`src/hw/window_watchdog_pkg.sv`:
```
// Constants, field layouts and types shared by the window watchdog
package window_watchdog_pkg;

  // ----------------------------------------------------------------
  // Register offsets (byte addresses)
  // ----------------------------------------------------------------
  localparam logic [7:0] OFS_CONTROL    = 8'h00;
  localparam logic [7:0] OFS_CONFIG     = 8'h04;
  localparam logic [7:0] OFS_STATUS     = 8'h08;
  localparam logic [7:0] OFS_IRQ_STATUS = 8'h0C;
  localparam logic [7:0] OFS_IRQ_CLEAR  = 8'h10;
  localparam logic [7:0] OFS_IRQ_ENABLE = 8'h14;

  // ----------------------------------------------------------------
  // Field positions and reset values
  // ----------------------------------------------------------------
  localparam int         CTRL_EN_BIT    = 7;
  localparam int         CNT_TOP_BIT    = 6;
  localparam int         CNT_MSB        = 6;
  localparam int         CFG_WIN_MSB    = 6;
  localparam int         CFG_DIV_LSB    = 7;
  localparam int         CFG_DIV_MSB    = 8;
  localparam int         CFG_IEN_BIT    = 9;
  localparam int         STS_FLAG_BIT   = 0;
  localparam logic [6:0] CNT_RESET      = 7'h7F;
  localparam logic [6:0] WIN_RESET      = 7'h7F;
  localparam logic [1:0] DIV_RESET      = 2'h0;
  localparam logic [6:0] WARN_VALUE     = 7'h40;
  localparam logic [6:0] WARN_NEXT      = 7'h41;
  localparam int         IRQ_WIDTH      = 2;
  localparam int         IRQ_WARN_BIT   = 0;
  localparam int         IRQ_TRIP_BIT   = 1;

  // ----------------------------------------------------------------
  // Timing
  // ----------------------------------------------------------------
  localparam int         BASE_DIVIDE    = 4096;
  localparam int         DIV_WIDTH      = 16;

  // ----------------------------------------------------------------
  // Types
  // ----------------------------------------------------------------
  typedef struct packed {
    logic [7:0]  addr;
    logic [31:0] wdata;
    logic        wr;
    logic        rd;
  } bus_req_type;

  typedef struct packed {
    logic       irq_enable;
    logic [1:0] divide;
    logic [6:0] window;
  } cfg_type;

  typedef enum logic [2:0] {
    ST_IDLE = 3'b001,
    ST_RUN  = 3'b010,
    ST_TRIP = 3'b100
  } wd_state_type;

endpackage

```
`src/hw/tick_divider.sv`:
```
// Prescaler that turns the bus clock into downcounter step pulses
`timescale 1ns/1ps
module tick_divider #(
  parameter int BASE_DIVIDE = window_watchdog_pkg::BASE_DIVIDE
) (
  input  wire logic       clk_sys_in,
  input  wire logic       nrst_in,
  input  wire logic       run_in,
  input  wire logic       hold_in,
  input  wire logic [1:0] sel_in,
  output logic            tick_out
);

  localparam int W = window_watchdog_pkg::DIV_WIDTH;
  localparam logic [W-1:0] BASE_W = W'(BASE_DIVIDE);
  localparam logic [W-1:0] ONE_W  = W'(1);

  logic [W-1:0] count;
  logic [W-1:0] limit;

  assign limit    = (BASE_W << sel_in) - ONE_W;
  // Compare with >= so a smaller divide picked mid-count cannot stall
  assign tick_out = run_in & ~hold_in & (count >= limit);

  always_ff @(posedge clk_sys_in or negedge nrst_in) begin
    if (!nrst_in) begin
      count <= '0;
    end else if (!run_in) begin
      count <= '0;
    end else if (tick_out) begin
      count <= '0;
    end else if (!hold_in) begin
      count <= count + ONE_W;
    end
  end

endmodule

```
`src/hw/window_watchdog.sv`:
```
// Window watchdog: register port, downcounter, window checks, interrupt
//
// Local design decision: the address-and-strobe port.
`timescale 1ns/1ps
// How it works
// - Enabled counter stepping from 0x40 to 0x3F requests a system reset.
// - Enabled reload while counter exceeds window value requests reset.
// - Counter steps every 4096 times 2^select bus clocks.
// - Reaching 0x40 sets the warning flag and, if enabled, interrupts.
// - Enabling with written counter bit 6 zero resets at once.
// - Enable bit at control bit 7 is set by one, cleared by reset.
// - Debug halt with freeze selected stops the counter.
// - Control 0x00, configuration 0x04, status 0x08; no byte access.
// - Counter is control bits 6 to 0, read/write, resets to 0x7F.
// - Window value sits in configuration bits 6 to 0, resets to 0x7F.
// - Configuration bit 9 enables the warning interrupt, bits 8 to 7 select divide.
// - Status bit 0 is the warning flag, cleared by writing zero.
module window_watchdog #(
  parameter int BASE_DIVIDE = window_watchdog_pkg::BASE_DIVIDE
) (
  input  wire logic                             clk_sys_in,
  input  wire logic                             nrst_in,
  input  wire window_watchdog_pkg::bus_req_type bus_req_in,
  output logic [31:0]                           bus_rdata_out,
  input  wire logic                             core_halted_in,
  input  wire logic                             debug_halt_freeze_in,
  output logic                                  irq_out,
  output logic                                  reset_request_out
);

  localparam int IW = window_watchdog_pkg::IRQ_WIDTH;

  window_watchdog_pkg::wd_state_type state;
  window_watchdog_pkg::wd_state_type next_state;
  window_watchdog_pkg::cfg_type      cfg;

  logic [6:0]    counter;
  logic          reload_warning_flag;
  logic [IW-1:0] irq_status;
  logic [IW-1:0] irq_enable;
  logic [31:0]   next_rdata;
  logic [31:0]   wdata;
  logic          wr_ctrl;
  logic          wr_cfg;
  logic          wr_sts;
  logic          wr_iclr;
  logic          wr_ien;
  logic          enabled;
  logic          freeze;
  logic          tick;
  logic          step;
  logic          underflow;
  logic          window_bad;
  logic          enable_bad;
  logic          warn_hit;
  logic          trip_event;
  logic [IW-1:0] irq_set;

  assign wdata = bus_req_in.wdata;

  // ----------------------------------------------------------------
  // Register decode
  // ----------------------------------------------------------------
  // Port carries no byte lanes, so every write is taken as a full word
  always_comb begin
    wr_ctrl = 1'b0;
    wr_cfg  = 1'b0;
    wr_sts  = 1'b0;
    wr_iclr = 1'b0;
    wr_ien  = 1'b0;
    if (bus_req_in.wr) begin
      if (bus_req_in.addr == window_watchdog_pkg::OFS_CONTROL) begin
        wr_ctrl = 1'b1;
      end else if (bus_req_in.addr == window_watchdog_pkg::OFS_CONFIG) begin
        wr_cfg = 1'b1;
      end else if (bus_req_in.addr == window_watchdog_pkg::OFS_STATUS) begin
        wr_sts = 1'b1;
      end else if (bus_req_in.addr ==
                   window_watchdog_pkg::OFS_IRQ_CLEAR) begin
        wr_iclr = 1'b1;
      end else if (bus_req_in.addr ==
                   window_watchdog_pkg::OFS_IRQ_ENABLE) begin
        wr_ien = 1'b1;
      end
    end
  end

  always_comb begin
    next_rdata = '0;
    if (bus_req_in.rd) begin
      if (bus_req_in.addr == window_watchdog_pkg::OFS_CONTROL) begin
        next_rdata[window_watchdog_pkg::CTRL_EN_BIT] = enabled;
        next_rdata[window_watchdog_pkg::CNT_MSB:0]   = counter;
      end else if (bus_req_in.addr == window_watchdog_pkg::OFS_CONFIG) begin
        next_rdata[window_watchdog_pkg::CFG_IEN_BIT:0] = cfg;
      end else if (bus_req_in.addr == window_watchdog_pkg::OFS_STATUS) begin
        next_rdata[window_watchdog_pkg::STS_FLAG_BIT] = reload_warning_flag;
      end else if (bus_req_in.addr ==
                   window_watchdog_pkg::OFS_IRQ_STATUS) begin
        next_rdata[IW-1:0] = irq_status;
      end else if (bus_req_in.addr ==
                   window_watchdog_pkg::OFS_IRQ_ENABLE) begin
        next_rdata[IW-1:0] = irq_enable;
      end
    end
  end

  // Read data stand for one cycle only, zero otherwise
  always_ff @(posedge clk_sys_in or negedge nrst_in) begin
    if (!nrst_in) begin
      bus_rdata_out <= '0;
    end else begin
      bus_rdata_out <= next_rdata;
    end
  end

  // ----------------------------------------------------------------
  // Configuration
  // ----------------------------------------------------------------
  always_ff @(posedge clk_sys_in or negedge nrst_in) begin
    if (!nrst_in) begin
      cfg.irq_enable <= 1'b0;
      cfg.divide     <= window_watchdog_pkg::DIV_RESET;
      cfg.window     <= window_watchdog_pkg::WIN_RESET;
    end else if (wr_cfg) begin
      cfg.irq_enable <= wdata[window_watchdog_pkg::CFG_IEN_BIT];
      cfg.divide     <= wdata[window_watchdog_pkg::CFG_DIV_MSB:
                              window_watchdog_pkg::CFG_DIV_LSB];
      cfg.window     <= wdata[window_watchdog_pkg::CFG_WIN_MSB:0];
    end
  end

  // ----------------------------------------------------------------
  // Prescaler
  // ----------------------------------------------------------------
  assign enabled = (state != window_watchdog_pkg::ST_IDLE);
  assign freeze  = core_halted_in & debug_halt_freeze_in;

  tick_divider #(
    .BASE_DIVIDE (BASE_DIVIDE)
  ) u_divider (
    .clk_sys_in (clk_sys_in),
    .nrst_in    (nrst_in),
    .run_in     (enabled),
    .hold_in    (freeze),
    .sel_in     (cfg.divide),
    .tick_out   (tick)
  );

  // ----------------------------------------------------------------
  // Downcounter and reset conditions
  // ----------------------------------------------------------------
  // A counter write in the same cycle as a step wins over the step
  assign step       = enabled & tick & ~wr_ctrl;
  assign underflow  = step &
                      (counter == window_watchdog_pkg::WARN_VALUE);
  assign warn_hit   = step &
                      (counter == window_watchdog_pkg::WARN_NEXT);
  assign window_bad = enabled & wr_ctrl & (counter > cfg.window);
  // Loading below 0x40 while on, or switching on there, trips at once
  assign enable_bad = wr_ctrl & ~wdata[window_watchdog_pkg::CNT_TOP_BIT] &
                      (wdata[window_watchdog_pkg::CTRL_EN_BIT] |
                       enabled);

  always_ff @(posedge clk_sys_in or negedge nrst_in) begin
    if (!nrst_in) begin
      counter <= window_watchdog_pkg::CNT_RESET;
    end else if (wr_ctrl) begin
      counter <= wdata[window_watchdog_pkg::CNT_MSB:0];
    end else if (step) begin
      counter <= counter - 7'h01;
    end
  end

  always_comb begin
    next_state = state;
    case (state)
      window_watchdog_pkg::ST_IDLE: begin
        if (wr_ctrl && wdata[window_watchdog_pkg::CTRL_EN_BIT]) begin
          if (enable_bad) begin
            next_state = window_watchdog_pkg::ST_TRIP;
          end else begin
            next_state = window_watchdog_pkg::ST_RUN;
          end
        end
      end
      window_watchdog_pkg::ST_RUN: begin
        if (underflow || window_bad || enable_bad) begin
          next_state = window_watchdog_pkg::ST_TRIP;
        end
      end
      window_watchdog_pkg::ST_TRIP: begin
        next_state = window_watchdog_pkg::ST_TRIP;
      end
      default: begin
        next_state = window_watchdog_pkg::ST_IDLE;
      end
    endcase
  end

  // Enable never falls back to idle: only the reset input clears it
  always_ff @(posedge clk_sys_in or negedge nrst_in) begin
    if (!nrst_in) begin
      state <= window_watchdog_pkg::ST_IDLE;
    end else begin
      state <= next_state;
    end
  end

  // Held until the system reset arrives
  assign reset_request_out = (state == window_watchdog_pkg::ST_TRIP);
  assign trip_event = (next_state == window_watchdog_pkg::ST_TRIP) &&
                      (state != window_watchdog_pkg::ST_TRIP);

  // ----------------------------------------------------------------
  // Warning flag and interrupt
  // ----------------------------------------------------------------
  always_ff @(posedge clk_sys_in or negedge nrst_in) begin
    if (!nrst_in) begin
      reload_warning_flag <= 1'b0;
    end else if (warn_hit) begin
      reload_warning_flag <= 1'b1;
    end else if (wr_sts && !wdata[window_watchdog_pkg::STS_FLAG_BIT]) begin
      reload_warning_flag <= 1'b0;
    end
  end

  always_comb begin
    irq_set = '0;
    irq_set[window_watchdog_pkg::IRQ_WARN_BIT] = warn_hit & cfg.irq_enable;
    irq_set[window_watchdog_pkg::IRQ_TRIP_BIT] = trip_event;
  end

  always_ff @(posedge clk_sys_in or negedge nrst_in) begin
    if (!nrst_in) begin
      irq_status <= '0;
    end else if (wr_iclr) begin
      irq_status <= (irq_status & ~wdata[IW-1:0]) | irq_set;
    end else begin
      irq_status <= irq_status | irq_set;
    end
  end

  always_ff @(posedge clk_sys_in or negedge nrst_in) begin
    if (!nrst_in) begin
      irq_enable <= '0;
    end else if (wr_ien) begin
      irq_enable <= wdata[IW-1:0];
    end
  end

  assign irq_out = |(irq_status & irq_enable);

  // ----------------------------------------------------------------
  // Checks
  // ----------------------------------------------------------------
  localparam int W = window_watchdog_pkg::DIV_WIDTH;

  logic [W-1:0] gap;
  logic         gap_ok;
  logic [W-1:0] gap_limit;

  assign gap_limit = (W'(BASE_DIVIDE) << cfg.divide) - W'(1);

  // Active cycles since the last step, valid once one step was seen
  always_ff @(posedge clk_sys_in or negedge nrst_in) begin
    if (!nrst_in) begin
      gap    <= '0;
      gap_ok <= 1'b0;
    end else if (!enabled || wr_cfg) begin
      gap    <= '0;
      gap_ok <= 1'b0;
    end else if (tick) begin
      gap    <= '0;
      gap_ok <= 1'b1;
    end else if (!freeze) begin
      gap    <= gap + W'(1);
    end
  end

  a_step_period:
    assert property (@(posedge clk_sys_in) disable iff (!nrst_in)
      (tick && gap_ok) |-> (gap == gap_limit))
    else $error("step period differs from prescale setting");

  a_underflow_trip:
    assert property (@(posedge clk_sys_in) disable iff (!nrst_in)
      (state == window_watchdog_pkg::ST_RUN && tick && !wr_ctrl &&
       counter == 7'h40) |=> reset_request_out)
    else $error("no reset request after 0x40 to 0x3F");

  a_window_reload:
    assert property (@(posedge clk_sys_in) disable iff (!nrst_in)
      (enabled && wr_ctrl && counter > cfg.window) |=> reset_request_out)
    else $error("reload above window did not trip");

  a_enable_low_count:
    assert property (@(posedge clk_sys_in) disable iff (!nrst_in)
      (wr_ctrl && wdata[7] && !wdata[6]) |=> reset_request_out)
    else $error("enable with counter bit 6 clear did not trip");

  a_enable_sticky:
    assert property (@(posedge clk_sys_in) disable iff (!nrst_in)
      enabled |=> enabled [*3])
    else $error("enable bit cleared without reset");

  a_freeze_holds:
    assert property (@(posedge clk_sys_in) disable iff (!nrst_in)
      (core_halted_in && debug_halt_freeze_in && !wr_ctrl)
        |=> (counter == $past(counter)))
    else $error("counter moved while frozen for debug");

  a_load_value:
    assert property (@(posedge clk_sys_in) disable iff (!nrst_in)
      wr_ctrl |=> (counter == $past(wdata[6:0])))
    else $error("counter write not loaded");

  a_warn_flag:
    assert property (@(posedge clk_sys_in) disable iff (!nrst_in)
      (enabled && tick && !wr_ctrl && counter == 7'h41)
        |=> (reload_warning_flag && counter == 7'h40))
    else $error("warning flag not set on reaching 0x40");

  a_warn_irq:
    assert property (@(posedge clk_sys_in) disable iff (!nrst_in)
      (enabled && tick && !wr_ctrl && counter == 7'h41 &&
       cfg.irq_enable && irq_enable[0] && !wr_ien) |=> irq_out)
    else $error("warning interrupt not raised");

  a_flag_set_wins:
    assert property (@(posedge clk_sys_in) disable iff (!nrst_in)
      (warn_hit && wr_sts && !wdata[0]) |=> reload_warning_flag)
    else $error("warning flag lost to a clear");

  a_quiet_disabled:
    assert property (@(posedge clk_sys_in) disable iff (!nrst_in)
      (!enabled) |-> !reset_request_out)
    else $error("reset request while disabled");

  a_reset_values:
    assert property (@(posedge clk_sys_in)
      $rose(nrst_in) |-> (counter == 7'h7F && cfg.window == 7'h7F &&
                          !reload_warning_flag))
    else $error("wrong values after reset");

endmodule

```
`config.mk`:
```
export PLATFORM = sky130hd
export DESIGN_NAME = window_watchdog
export DESIGN_NICKNAME = d
export VERILOG_FILES = /design/src/hw/window_watchdog_pkg.sv /design/src/hw/tick_divider.sv /design/src/hw/window_watchdog.sv
export SDC_FILE = /design/constraint.sdc
export NUM_CORES = 1
export LEC_CHECK = 0
export ABC_AREA = 1
export BUFFER_PORTS_ARGS = -buffer_cell sky130_fd_sc_hd__clkbuf_2
export CAP_MARGIN = 0
export CORE_MARGIN = 2
export CORE_UTILIZATION = 55
export DETAILED_ROUTE_END_ITERATION = 8
export PLACE_DENSITY = 0.93
export SYNTH_ARGS = -nofsm -noshare
export SYNTH_HDL_FRONTEND = slang
export SYNTH_SLANG_ARGS = --single-unit
```
`constraint.sdc`:
```
create_clock -name clk_sys_in -period 3.8 [get_ports clk_sys_in]
set_input_delay 0.57 -clock clk_sys_in [delete_from_list [all_inputs] [get_ports clk_sys_in]]
set_output_delay 0.57 -clock clk_sys_in [all_outputs]
set_load 0.01 [all_outputs]
```
==> impl_results.md <==
- Max Cap Violations: 0
- Synth area leaders: dfrtp_1 29%, dfstp_2 13%, nand2_1 9.9%
- Site Rows: 27
- WL per Instance: 13.1 µm
- Diodes inserted: 0
- DRT Wirelength: 6.49 mm
- Initial core utilization: 56.3%
- Nets: 484
- Power density cells: 348 mW/mm²
- WP data required: 4.04 ns
- Logic gate share of total power: 19.8%
- Internal: 0.798 mW
- Total die area: 0.00621 mm²
- Synth warn: 0
- IO Port Bufs: 35
- Clock share of power: 28.5%
- Core area: 0.00547 mm²
- Syn avg cell area: 8.02 µm²
- Final Skew: 0.0138 ns
- Top cell type's share of synthesized area: 29.3%
- Final Max Slew Viols: 0
- Post-Synthesis Cell Area: 0.00308 mm²
- Total gr overflow: 0
- Post-synth top area cell: dfrtp_1
- Endpoint class of the critical path: flip-flop
- Bufs and invs on worst path: 1
- Clock slew at reported path FFs: 0.09 ns
- CTS tree: yes
- Vias per inst: 5.45
- Delay of the slowest critical-path stage: 0.43 ns
- #FFs+latches synth: 51
- Final Wtd Congestion: 0.951
- Critical Path Start: u_divider.count[13]
- Status: finished clean
- First-pass GRT wire length: 10.9 mm
- Switching pwr: 0.372 mW
- Worst hold path class: primary input to async pin
- Detailed Route Iter0 Violations: 327
- Initial antenna violation count: 0
- Fmax: 486 MHz
- Worst Path Max Fanout: 10
- Slowest-stage cell, CP: dfrtp_1
- Reg power frac: 51.7%
- Synth cell types: 34
- # DRC: 0
- Detailed Place HPWL: 4.91 mm
- Total GRT Usage: 22.0%
- Fill count: 466
- Critical path cell sequence: ha_1, nand2_1, a21oi_1, nor2_1, o21ai_4, nor2_2, inv_2, a21oi_1, o21ai_1, o21ai_1
- Critical path launch point type: flip-flop
- Setup bufs post-CTS: 0
- RSZ-0062 raised after global routing: no
- Total CTS buffers: 5
- Largest net degree at the start of global routing: 28
- Final hold vios: 0
- Die Wd: 78.8 µm
- CP delay by family, top: simple AND/OR/NAND/NOR gates
- Syn Inst Count: 384
- Routed vias: 2,707
- H-tree Lvls: 2
- Placed cells: 489
- Root Buffer Master: clkbuf_8
- Final min period: 2.06 ns
- Worst IR Drop VDD: 0.000152 V
- Final Non-Filler Cells: 497
- Clock sink count: 51
- I/O pins: 80
- Sw frac: 31.8%
- Vias in the first global route: 2,552
- Worst slew pin tran: 0.644 ns
- Util after Layout: 61.3%
- Router iterations before antenna repair: 8
- Crit share post-route: 54.1%
- Worst Path Class, Setup: flip-flop to flip-flop
- Sequential cell area fraction in the yosys report: 42.1%
- Setup-failing EPs final: 0
- DIE HEIGHT: 78.8 µm
- Leakage: 1.72 nW
- Critical path data arrival time: 2.30 ns
- Area grow syn2layout: 9.02%
- Post-DRT Antenna Nets: 0
- Fin Setup TNS: 0 ns
- WHS: 0.238 ns
- Slew HR: 56.9%
- Max clock buf depth: 2
- Hold Buf Count CTS: 0
- R2r startpoint: u_divider.count[13]
- Layout cells sized above 1: 19.3%
- Clk Latency, worst-skew pair: 0.31 ns
- Post-cts repair resize count: 0
==> cell usage in the layout, fill, tap and decap left out, drive strengths merged <==
cell type,count
clkinvlp,1
o31ai,2
nand4,9
a31oi,1
dfrtp,36
nor2,44
clkbuf,41
o211ai,5
o21ai,30
o22ai,7
buf,1
nand3b,1
a21oi,15
o21bai,1
ha,14
o32ai,3
nor3,7
xor2,8
inv,54
conb,23
clkinv,1
xnor2,1
dfstp,15
nand2,86
nand3,19
==> power by group through the flow <==
stage	Sequential, mW	Clock, mW	Combinational [mW]
finish	0.604	0.333	0.232
global route	0.608	0.354	0.258
CTS	0.604	0.335	0.229
detailed placement	0.614	0	0.227
global placement	0.611	0	0.215
floorplan	0.608	0	0.170
==> cells in the mapped netlist, drive strengths merged <==
cell / n
nand2: 86
buf: 22
o22ai: 7
clkbuf: 2
xor2: 8
ha: 14
o21bai: 1
inv: 54
o31ai: 2
nand4: 9
nor2: 44
a21oi: 15
dfstp: 15
nor3: 7
nand3: 19
o21ai: 30
xnor2: 1
o211ai: 5
dfrtp: 36
o32ai: 3
a31oi: 1
nand3b: 1
conb: 2
==> logic make-up after synthesis <==
| family | synth area share (%) |
|---|---|
| buffers and inverters | 12.2 |
| AND/OR/NAND/NOR | 24.7 |
| AO/OA/AOI/OAI | 12.6 |
| XOR/XNOR | 2.56 |
| adder cells (fa/ha/maj) | 5.69 |
| other | 0.244 |
| flip-flops | 42.1 |
==> path summary, 6_finish.rpt <==
kind                                  endpoint  slack, ns  cells past startpoint
min in group clk_sys_in             counter[4]       0.47                      3
max                        u_divider.count[11]       1.74                     10
min reg2reg                             cfg[1]       0.51                      2
min                         u_divider.count[2]       0.24                      1
max reg2reg                u_divider.count[11]       1.74                     10
max in group asynchronous           counter[3]       2.75                      2
==> metrics by stage <==
| step | worst slack [ns] | instance area (µm²) | power (mW) |
|---|---|---|---|
| global placement | 1.80 | 3260 | 0.826 |
| floorplan | 2.13 | 3160 | 0.779 |
| CTS | 1.77 | 3360 | 1.17 |
| finish | 1.74 | 3360 | 1.17 |
| global route | 1.53 | 3360 | 1.22 |
| detailed placement | 1.69 | 3260 | 0.840 |
==> sequential cells by signal (all words and copies together), names as in the netlist <==
| name | flops |
|---|---|
| cfg | 10 |
| irq_enable | 2 |
| counter | 7 |
| bus_rdata_out | 10 |
| u_divider.count | 16 |
| irq_status | 2 |
| reload_warning_flag | 1 |
| state | 3 |
==> layout make-up <==
cell class	count	area, µm²	share of cell area, %
Clock inverter	2	16.3	0.485
Sequential cell	51	1290	38.6
Inverter	54	203	6.04
Multi-Input combinational cell	276	1490	44.3
Tap cell	72	90.1	2.68
Clock buffer	6	82.6	2.46
Timing Repair Buffer	36	183	5.44
==> metal layers <==
layer  track usage [%]  routed length, µm
met1              26.4               2610
met2              37.6               3080
met3              4.43                550
met4              10.9                246
met5                 0                  0
==> worst register-to-register path, stage by stage, from the launching register on <==
cell,delay (ns)
dfrtp_1,0.43
ha_1,0.33
nand2_1,0.07
a21oi_1,0.06
nor2_1,0.19
o21ai_4,0.11
nor2_2,0.30
inv_2,0.17
a21oi_1,0.18
o21ai_1,0.08
o21ai_1,0.07
(Power assumes the default switching activity.)
